==> src/design/sto_pkg.sv <==
package sto_pkg;

  // ==========================================================
  // clock and timing
  // ==========================================================
  localparam int unsigned CLK_MHZ = 250;
  localparam int unsigned FILTER_US = 2000;
  localparam int unsigned FILTER_CYCLES = FILTER_US * CLK_MHZ + 1;
  localparam int unsigned RESPONSE_MS = 30;
  localparam int unsigned MONITOR_MS = 5;
  localparam int unsigned MONITOR_CYCLES = MONITOR_MS * 1000 * CLK_MHZ;
  localparam int unsigned OPEN_S = 10;
  localparam longint unsigned OPEN_CYCLES =
    64'(OPEN_S) * 64'd1000000 * 64'(CLK_MHZ) + 64'd1;
  localparam int unsigned DIAG_MS = 19;
  localparam int unsigned DIAG_CYCLES = DIAG_MS * 1000 * CLK_MHZ;
  localparam int unsigned MISMATCH_MS = 20;
  localparam int unsigned MISMATCH_CYCLES = MISMATCH_MS * 1000 * CLK_MHZ;
  localparam int unsigned FEEDBACK_CYCLES = 16;

  // ==========================================================
  // reset values
  // ==========================================================
  localparam logic RESET_SYNC = 1'b0;
  localparam logic RESET_FILTERED = 1'b0;

endpackage

==> src/design/sto_channel.sv <==
`timescale 1ns/1ps
`default_nettype none

module sto_channel
  import sto_pkg::*;
#(
  parameter int unsigned FILTER_LEN = FILTER_CYCLES,
  parameter longint unsigned OPEN_LEN = OPEN_CYCLES
) (
  input wire logic core_clk,
  input wire logic reset,
  input wire logic pin_in,
  output logic filtered_on,
  output logic open_alarm
);

  // ==========================================================
  // synchroniser
  // ==========================================================
  logic sync_first;
  logic sync_second;
  logic [31:0] low_count;
  logic [39:0] open_count;

  // two flops; only the second is read
  always_ff @(posedge core_clk) begin
    if (reset) begin
      sync_first <= RESET_SYNC;
      sync_second <= RESET_SYNC;
    end else begin
      sync_first <= pin_in;
      sync_second <= sync_first;
    end
  end

  // ==========================================================
  // filter
  // ==========================================================
  // off only after low longer than filter time; short pulses ignored
  always_ff @(posedge core_clk) begin
    if (reset) begin
      low_count <= 32'h0;
      filtered_on <= RESET_FILTERED;
    end else if (sync_second) begin
      low_count <= 32'h0;
      filtered_on <= 1'b1;
    end else if (low_count >= 32'(FILTER_LEN - 1)) begin
      filtered_on <= 1'b0;
    end else begin
      low_count <= low_count + 32'h1;
    end
  end

  // disconnected-input timer, sticky until reset
  always_ff @(posedge core_clk) begin
    if (reset) begin
      open_count <= 40'h0;
      open_alarm <= 1'b0;
    end else if (sync_second) begin
      open_count <= 40'h0;
    end else if (open_count >= 40'(OPEN_LEN - 1)) begin
      open_alarm <= 1'b1;
    end else begin
      open_count <= open_count + 40'h1;
    end
  end

endmodule

`default_nettype wire

==> src/design/sto_gating.sv <==
`timescale 1ns/1ps
`default_nettype none

// How it works
// - safe state gates all PWM in hardware
// - PWM removed well under 30 ms
// - input off after low over 2 ms
// - any diagnosed fault forces safe state
// - single channel test plus reaction below 30ms
// - self test repeats every 19 ms
// - single part plus two redundant channels cut
// - input open alarm after 10 s low
// - separate circuit fault alarm on damage
// - both off safe; one off alarm
// - monitor output on only when both off
module sto_gating
  import sto_pkg::*;
#(
  parameter int unsigned PWM_WIDTH = 6,
  parameter int unsigned FILTER_LEN = FILTER_CYCLES,
  parameter longint unsigned OPEN_LEN = OPEN_CYCLES,
  parameter int unsigned DIAG_LEN = DIAG_CYCLES,
  parameter int unsigned MISMATCH_LEN = MISMATCH_CYCLES,
  parameter int unsigned FEEDBACK_LEN = FEEDBACK_CYCLES
) (
  input wire logic core_clk,
  input wire logic reset,
  input wire logic safety_input_a,
  input wire logic safety_input_b,
  input wire logic [PWM_WIDTH-1:0] pwm_in,
  input wire logic [PWM_WIDTH-1:0] gate_feedback,
  output logic [PWM_WIDTH-1:0] pwm_out,
  output logic safe_torque_off,
  output logic safe_state_indication,
  output logic fault_monitor_output,
  output logic alarm_safety_input_open,
  output logic alarm_safety_circuit_fault,
  output logic alarm_channel_mismatch
);

  // ==========================================================
  // input channels
  // ==========================================================
  logic on_a;
  logic on_b;
  logic open_a;
  logic open_b;

  sto_channel #(
    .FILTER_LEN(FILTER_LEN),
    .OPEN_LEN(OPEN_LEN)
  ) u_chan_a (
    .core_clk(core_clk),
    .reset(reset),
    .pin_in(safety_input_a),
    .filtered_on(on_a),
    .open_alarm(open_a)
  );

  sto_channel #(
    .FILTER_LEN(FILTER_LEN),
    .OPEN_LEN(OPEN_LEN)
  ) u_chan_b (
    .core_clk(core_clk),
    .reset(reset),
    .pin_in(safety_input_b),
    .filtered_on(on_b),
    .open_alarm(open_b)
  );

  // ==========================================================
  // feedback synchroniser
  // ==========================================================
  logic [PWM_WIDTH-1:0] fb_first;
  logic [PWM_WIDTH-1:0] fb_second;

  // readback of the gated driver lines from the power stage
  always_ff @(posedge core_clk) begin
    if (reset) begin
      fb_first <= '0;
      fb_second <= '0;
    end else begin
      fb_first <= gate_feedback;
      fb_second <= fb_first;
    end
  end

  // ==========================================================
  // periodic self test
  // ==========================================================
  typedef enum logic [1:0] {STO_IDLE, STO_TEST, STO_CHECK} sto_diag_t;
  sto_diag_t diag_state;
  logic [31:0] diag_count;
  logic [7:0] fb_count;
  logic test_block;
  logic diag_fault;
  logic gate_open;

  // short forced cutoff pulse, then check that feedback went quiet
  // the pulse is a few cycles long, far below the response budget,
  // so a healthy drive loses torque only briefly
  always_ff @(posedge core_clk) begin
    if (reset) begin
      diag_state <= STO_IDLE;
      diag_count <= 32'h0;
      fb_count <= 8'h0;
      test_block <= 1'b0;
      diag_fault <= 1'b0;
    end else begin
      case (diag_state)
        STO_IDLE: begin
          test_block <= 1'b0;
          if (diag_count >= 32'(DIAG_LEN - 1)) begin
            diag_count <= 32'h0;
            diag_state <= STO_TEST;
          end else begin
            diag_count <= diag_count + 32'h1;
          end
        end
        STO_TEST: begin
          test_block <= 1'b1;
          fb_count <= 8'h0;
          diag_state <= STO_CHECK;
        end
        STO_CHECK: begin
          if (fb_count >= 8'(FEEDBACK_LEN - 1)) begin
            if (fb_second != '0) begin
              diag_fault <= 1'b1;
            end
            test_block <= 1'b0;
            diag_state <= STO_IDLE;
          end else begin
            fb_count <= fb_count + 8'h1;
          end
        end
        default: begin
          diag_state <= STO_IDLE;
          test_block <= 1'b0;
        end
      endcase
    end
  end

  // ==========================================================
  // channel mismatch and circuit fault
  // ==========================================================
  logic [31:0] mismatch_count;
  logic mismatch_fault;

  // one channel off too long is treated as discrepancy
  // a lone open channel can hide a welded contact on the other one,
  // so a long disagreement latches a circuit fault
  always_ff @(posedge core_clk) begin
    if (reset) begin
      mismatch_count <= 32'h0;
      mismatch_fault <= 1'b0;
    end else if (on_a == on_b) begin
      mismatch_count <= 32'h0;
    end else if (mismatch_count >= 32'(MISMATCH_LEN - 1)) begin
      mismatch_fault <= 1'b1;
    end else begin
      mismatch_count <= mismatch_count + 32'h1;
    end
  end

  // alarm when one channel alone is off
  always_ff @(posedge core_clk) begin
    if (reset) begin
      alarm_channel_mismatch <= 1'b0;
    end else begin
      alarm_channel_mismatch <= on_a ^ on_b;
    end
  end

  // sticky alarms, distinct outputs
  always_ff @(posedge core_clk) begin
    if (reset) begin
      alarm_safety_input_open <= 1'b0;
      alarm_safety_circuit_fault <= 1'b0;
    end else begin
      alarm_safety_input_open <= open_a | open_b;
      alarm_safety_circuit_fault <= diag_fault | mismatch_fault;
    end
  end

  // ==========================================================
  // cutoff
  // ==========================================================
  // both redundant channels and the single diagnostic part must agree
  // faults are sticky: closing the inputs again cannot restore torque
  // until the drive is reset
  assign gate_open = on_a & on_b & ~diag_fault & ~mismatch_fault;

  // registered gate, one cycle after filter decision
  // pwm_out and the flag share one edge; only the self-test pulse cuts pwm_out while the flag stays low
  always_ff @(posedge core_clk) begin
    if (reset) begin
      pwm_out <= '0;
      safe_torque_off <= 1'b1;
    end else begin
      pwm_out <= (gate_open & ~test_block) ? pwm_in : '0;
      safe_torque_off <= ~gate_open;
    end
  end

  // safe indication and monitor output only for both channels off
  // the monitor output follows the inputs only, not the fault state
  always_ff @(posedge core_clk) begin
    if (reset) begin
      safe_state_indication <= 1'b0;
      fault_monitor_output <= 1'b0;
    end else begin
      safe_state_indication <= ~on_a & ~on_b;
      fault_monitor_output <= ~on_a & ~on_b;
    end
  end

endmodule

`default_nettype wire

==> config.mk <==
export PLATFORM = sky130hd
export DESIGN_NAME = sto_gating
export DESIGN_NICKNAME = d
export VERILOG_FILES = /design/src/design/sto_pkg.sv /design/src/design/sto_channel.sv /design/src/design/sto_gating.sv
export SDC_FILE = /design/constraint.sdc
export NUM_CORES = 1
export LEC_CHECK = 0
export ABC_AREA = 1
export BUFFER_PORTS_ARGS = -buffer_cell sky130_fd_sc_hd__buf_2
export CORE_MARGIN = 2
export CORE_UTILIZATION = 26
export CTS_BUF_LIST = sky130_fd_sc_hd__clkbuf_16
export DETAILED_ROUTE_END_ITERATION = 8
export PLACE_DENSITY = 0.39
export REMOVE_ABC_BUFFERS = 1
export SYNTH_ARGS = -nofsm -noshare
export SYNTH_HDL_FRONTEND = slang
export SYNTH_SLANG_ARGS = --single-unit
==> constraint.sdc <==
create_clock -name core_clk -period 1.5 [get_ports core_clk]
set_clock_uncertainty 0.1 [all_clocks]
set_input_delay 0.3 -clock core_clk [delete_from_list [all_inputs] [get_ports core_clk]]
set_output_delay 0.3 -clock core_clk [all_outputs]
set_load 0.1 [all_outputs]
==> report_table.html <==
<table>
<tr><th>Metric</th><th>Value</th></tr>
<tr><th colspan="2">Outcome</th></tr>
<tr><td>Failing checks</td><td>setup timing</td></tr>
<tr><td>Outcome</td><td>complete, but fails checks</td></tr>
<tr><th colspan="2">Floorplan</th></tr>
<tr><td>Core area</td><td>48700 sq um</td></tr>
<tr><td>Ports</td><td>28</td></tr>
<tr><td>Standard-cell rows</td><td>a little over 80</td></tr>
<tr><td>Height of the die</td><td>226 um</td></tr>
<tr><td>Die Area</td><td>51000 sq um</td></tr>
<tr><td>Starting utilization of the core area</td><td>around a quarter</td></tr>
<tr><td>Die X-Extent</td><td>226 um</td></tr>
<tr><th colspan="2">Clock tree</th></tr>
<tr><td>Clock-pin slew on the worst setup and hold paths</td><td>60 ps</td></tr>
<tr><td>Clock Path Buffers</td><td>3</td></tr>
<tr><td>Worst skew pair latency</td><td>580 ps</td></tr>
<tr><td>CTS H-tree depth</td><td>1</td></tr>
<tr><td>CTS tree</td><td>built</td></tr>
<tr><td>TritonCTS buffer count</td><td>31</td></tr>
<tr><td>Master cell of the clock root buffer</td><td>sky130_fd_sc_hd__clkbuf_16</td></tr>
<tr><td>Sinks on Clock Net</td><td>252</td></tr>
<tr><th colspan="2">Setup path</th></tr>
<tr><td>Arrival time of the worst setup path</td><td>2040 ps</td></tr>
<tr><td>Category of the worst setup path launch point</td><td>flop</td></tr>
<tr><td>Startpoint of the most critical setup path</td><td>u_chan_b.open_count[13]</td></tr>
<tr><td>Setup slack on the worst flop-to-flop path</td><td>-180 ps</td></tr>
<tr><td>Type of the setup path with the least slack</td><td>flop to flop</td></tr>
<tr><td>Critical Path End</td><td>u_chan_b.open_count[31]</td></tr>
<tr><td>Capture instance of the worst register-to-register path</td><td>u_chan_b.open_count[31]</td></tr>
<tr><td>Startpoint of the most critical register-to-register path</td><td>u_chan_b.open_count[13]</td></tr>
<tr><td>Number of cells traversed by the worst register-to-register path</td><td>10</td></tr>
<tr><td>Maximum net fanout on the critical path</td><td>6</td></tr>
<tr><td>Element type at the critical path end</td><td>flop</td></tr>
<tr><td>Critical Path RT</td><td>1870 ps</td></tr>
<tr><th colspan="2">STA</th></tr>
<tr><td>Max Slew Vio Count</td><td>0</td></tr>
<tr><td>Setup-failing EPs final</td><td>approximately 130</td></tr>
<tr><td>Clock period minus final worst setup slack</td><td>1680 ps</td></tr>
<tr><td>Max Clock Freq</td><td>597 MHz</td></tr>
<tr><td>Final worst slack</td><td>-175 ps</td></tr>
<tr><td>RSZ-0062 raised after global routing</td><td>true</td></tr>
<tr><td>Portion of the clock cycle consumed by the worst path in the final layout</td><td>112%</td></tr>
<tr><td>Headroom to the max-slew limit</td><td>about three quarters</td></tr>
<tr><td>Final number of hold-violating endpoints</td><td>0</td></tr>
<tr><td>Actual transition at the worst max-transition pin</td><td>355 ps</td></tr>
<tr><th colspan="2">Pwr</th></tr>
<tr><td>Power per cell area</td><td>788 nW/um^2</td></tr>
<tr><td>Power consumption</td><td>about 0.016 W</td></tr>
<tr><td>Leakage</td><td>8.15 nW</td></tr>
<tr><td>Max rail drop VDD</td><td>0.772 mV</td></tr>
<tr><th colspan="2">Place</th></tr>
<tr><td>Placer's final routability congestion estimate</td><td>0.902</td></tr>
<tr><td>Dpl ws</td><td>-251 ps</td></tr>
<tr><td>Post-DP HPWL</td><td>25600 um</td></tr>
<tr><td>Number of input and output port buffers inserted</td><td>27</td></tr>
<tr><th colspan="2">Cells and area</th></tr>
<tr><td>Synthesis-to-finish area growth</td><td>59.1%</td></tr>
<tr><td>Fraction of final layout cells with drive strength greater than 1</td><td>42.5%</td></tr>
<tr><td>Number of diodes</td><td>0</td></tr>
<tr><td>Nets@finish</td><td>2377</td></tr>
<tr><th colspan="2">Logic synthesis</th></tr>
<tr><td>Netlist area before placement</td><td>12800 sq um</td></tr>
<tr><td>Fraction of synthesized cell area in xor and xnor cells</td><td>5.20%</td></tr>
<tr><td>Adder and majority gate portion of the synthesized area</td><td>1.27%</td></tr>
<tr><td>Library cells used by synthesis</td><td>37</td></tr>
<tr><td>Sequential area share after synthesis</td><td>39.4%</td></tr>
<tr><td>Synthesized netlist cell count</td><td>roughly 2000</td></tr>
<tr><td>Flip-flop cell with the highest count after synthesis</td><td>sky130_fd_sc_hd__dfxtp_1</td></tr>
<tr><td>Share of synthesized registers carrying an async set or reset</td><td>0%</td></tr>
<tr><td>Post-synthesis compound-gate area fraction</td><td>6.90%</td></tr>
<tr><td>Post-synthesis area per instance</td><td>about 6.5 sq um</td></tr>
<tr><td>Share of synthesized cell area in and, or, nand and nor gates</td><td>38.3%</td></tr>
<tr><td>Count of flip-flops with a built-in enable after synthesis</td><td>0</td></tr>
<tr><td>Number of warnings reported in the yosys synthesis log</td><td>0</td></tr>
<tr><td>Multiplexer area fraction after synthesis</td><td>0%</td></tr>
<tr><td>Dominant combinational cell family by area after synthesis</td><td>simple AND/OR/NAND/NOR gates</td></tr>
<tr><td>Register bit count reported by yosys</td><td>252</td></tr>
<tr><th colspan="2">Route</th></tr>
<tr><td>DRC errors left</td><td>0</td></tr>
<tr><td>Post-DR vias/cell</td><td>4.36</td></tr>
<tr><td>Routed wire per std cell</td><td>12.8 um</td></tr>
<tr><td>Detailed Route WL</td><td>38800 um</td></tr>
<tr><td>DRT iter0 DRCs</td><td>474</td></tr>
<tr><td>DR pass1 iterations</td><td>5</td></tr>
<tr><td>Routed via count</td><td>13200</td></tr>
<tr><td>Post-route antenna net violation count</td><td>0</td></tr>
<tr><th colspan="2">Hold path</th></tr>
<tr><td>Hold WC Path Type</td><td>flop to flop</td></tr>
<tr><th colspan="2">Global routing</th></tr>
<tr><td>GRT Overall Usage</td><td>14.2%</td></tr>
<tr><td>Via count of the first global-routing pass</td><td>12600</td></tr>
<tr><td>Pin count of the biggest net entering global routing</td><td>49</td></tr>
<tr><td>First-pass GRT wire length</td><td>60700 um</td></tr>
<tr><td>Overflow left after global routing</td><td>0</td></tr>
<tr><td>Antenna violations before repair</td><td>0</td></tr>
<tr><th colspan="2">Flow run</th></tr>
<tr><td>Count of maximum capacitance violations</td><td>0</td></tr>
</table>
critical path, stage by stage (launching register included):
cell	delay, ps
sky130_fd_sc_hd__dfxtp_1	350
sky130_fd_sc_hd__nand2_1	90
sky130_fd_sc_hd__nor2_2	170
sky130_fd_sc_hd__nand3_1	90
sky130_fd_sc_hd__nand2_1	130
sky130_fd_sc_hd__nand2_4	120
sky130_fd_sc_hd__nand2_8	190
sky130_fd_sc_hd__buf_12	150
sky130_fd_sc_hd__nor2_1	40
sky130_fd_sc_hd__nor2_1	80
sky130_fd_sc_hd__nor2_1	40
flip-flops by register name (all words and copies together) (netlist names), 2 cells and up:
name                 count
fb_first                 6
u_chan_a.open_count     40
diag_count              32
fb_count                 8
fb_second                6
u_chan_b.low_count      32
u_chan_a.low_count      32
diag_state               2
u_chan_b.open_count     40
mismatch_count          32
pwm_out                  6
cell usage in the layout (no fill, tap or decap), types with 6 or more instances in the layout:
master                          Yosys  final
sky130_fd_sc_hd__o21ai_2            0      8
sky130_fd_sc_hd__dfxtp_1          252    155
sky130_fd_sc_hd__xnor2_1           28     27
sky130_fd_sc_hd__bufinv_16          0     10
sky130_fd_sc_hd__nor2_2            11     91
sky130_fd_sc_hd__nand3b_1           9      9
sky130_fd_sc_hd__a21oi_1          131     54
sky130_fd_sc_hd__inv_1            221    205
sky130_fd_sc_hd__nand4_1           41     41
sky130_fd_sc_hd__nor2_1           336    222
sky130_fd_sc_hd__nand2_1          599    459
sky130_fd_sc_hd__inv_2              4     20
sky130_fd_sc_hd__ha_1              13      6
sky130_fd_sc_hd__nand2_4            1     49
sky130_fd_sc_hd__buf_8              0      8
sky130_fd_sc_hd__xor2_1            48     43
sky130_fd_sc_hd__nand2_8            0      7
sky130_fd_sc_hd__nand3_2            1     23
sky130_fd_sc_hd__clkbuf_16          0     40
sky130_fd_sc_hd__nand2_2           21    110
sky130_fd_sc_hd__nand3_1          126     92
sky130_fd_sc_hd__nor3_1            22     12
sky130_fd_sc_hd__dfxtp_4            0     13
sky130_fd_sc_hd__buf_4              5    300
sky130_fd_sc_hd__ha_4               0      7
sky130_fd_sc_hd__buf_2             14     15
sky130_fd_sc_hd__a21oi_2           10     86
sky130_fd_sc_hd__buf_6              5     21
sky130_fd_sc_hd__dlygate4sd3_1      0     15
sky130_fd_sc_hd__nor2_4             3     37
sky130_fd_sc_hd__nand3_4            0     12
sky130_fd_sc_hd__dfxtp_2            0     84
sky130_fd_sc_hd__buf_12             1     29
sky130_fd_sc_hd__nor3_2             0     10
layout make-up:
cell class | count | area, sq um
Sequential cell | 252 | 5200
Tap cell | 664 | 831
Timing Repair Buffer | 398 | 3670
Clock inverter | 26 | 383
Fill cell | 5040 | 28400
Timing Repair inverter | 3 | 33.8
Multi-Input combinational cell | 1437 | 8570
Clock buffer | 31 | 776
Inverter | 225 | 900
logic make-up (layout without fill, tap and decap cells):
kind of cell	Yosys count	after routing
AND/OR/NAND/NOR	1179	1183
buffers and inverters	280	683
flip-flops	252	252
AO/OA/AOI/OAI	165	165
XOR/XNOR	76	76
adder cells (fa/ha/maj)	13	13
worst min path at each step:
stage                              from  slack, ps                 endpoint  cells after the start
global route        u_chan_b.sync_first        310     u_chan_b.sync_second                      2
detailed placement  u_chan_b.sync_first        290     u_chan_b.sync_second                      2
global placement    u_chan_b.sync_first        290     u_chan_b.sync_second                      2
CTS                 u_chan_b.sync_first        300     u_chan_b.sync_second                      2
floorplan                         reset        270  alarm_safety_input_open                      1
finish                      fb_first[0]        300             fb_second[0]                      2
cell usage after synthesis (9+ instances only):
master                     number  area [sq um]
sky130_fd_sc_hd__nand2_1      599          2250
sky130_fd_sc_hd__nor2_1       336          1260
sky130_fd_sc_hd__dfxtp_1      252          5040
sky130_fd_sc_hd__inv_1        221           830
sky130_fd_sc_hd__a21oi_1      131           656
sky130_fd_sc_hd__nand3_1      126           631
sky130_fd_sc_hd__xor2_1        48           420
sky130_fd_sc_hd__nand4_1       41           257
sky130_fd_sc_hd__clkbuf_1      29           109
sky130_fd_sc_hd__xnor2_1       28           245
sky130_fd_sc_hd__nor3_1        22           110
sky130_fd_sc_hd__nand2_2       21           131
sky130_fd_sc_hd__o21ai_0       15          75.1
sky130_fd_sc_hd__buf_2         14          70.1
sky130_fd_sc_hd__ha_1          13           163
sky130_fd_sc_hd__nor2_2        11          68.8
sky130_fd_sc_hd__a21oi_2       10          87.6
sky130_fd_sc_hd__nand3b_1       9          67.6
where the power goes:
group | switching, W | internal [W] | total, W
clock network | 0.00310 | 0.00546 | 0.00856
registers | 0.0000619 | 0.00675 | 0.00681
logic | 0.000385 | 0.000290 | 0.000675
total | 0.00354 | 0.0125 | 0.0160
metrics by stage:
step                      utilization (%)  setup TNS [ps]  cells  hold slack [ps]  area [sq um]
after global routing                 41.8          -24450   3036              311         20400
after floorplan                         -          -44740   1910              269         12500
final                                41.8           -9070   3036              301         20400
after CTS                            37.3           -5060   2994              302         18200
after detailed placement             32.7          -19460   2911              294         15900
after global placement               32.7          -17350   2911              295         15900
per-layer routing:
metal | track usage, % | part of all wire (%)
met3 | 2.26 | 3.0
met5 | 0 | 0
met2 | 24.5 | 47
met4 | 3.29 | 2.2
met1 | 18.6 | 47
timing repair:
action | 4_1_cts | 5_1_grt
hold endpoints to repair | 17 | 0
setup endpoints to repair | 156 | 173
resized for setup | 263 | 508
buffers inserted | 8 | 24
cloned | 3 | 19
pin swaps | 31 | 150
hold buffers | 15 | 0
(Power assumes the default switching activity.)
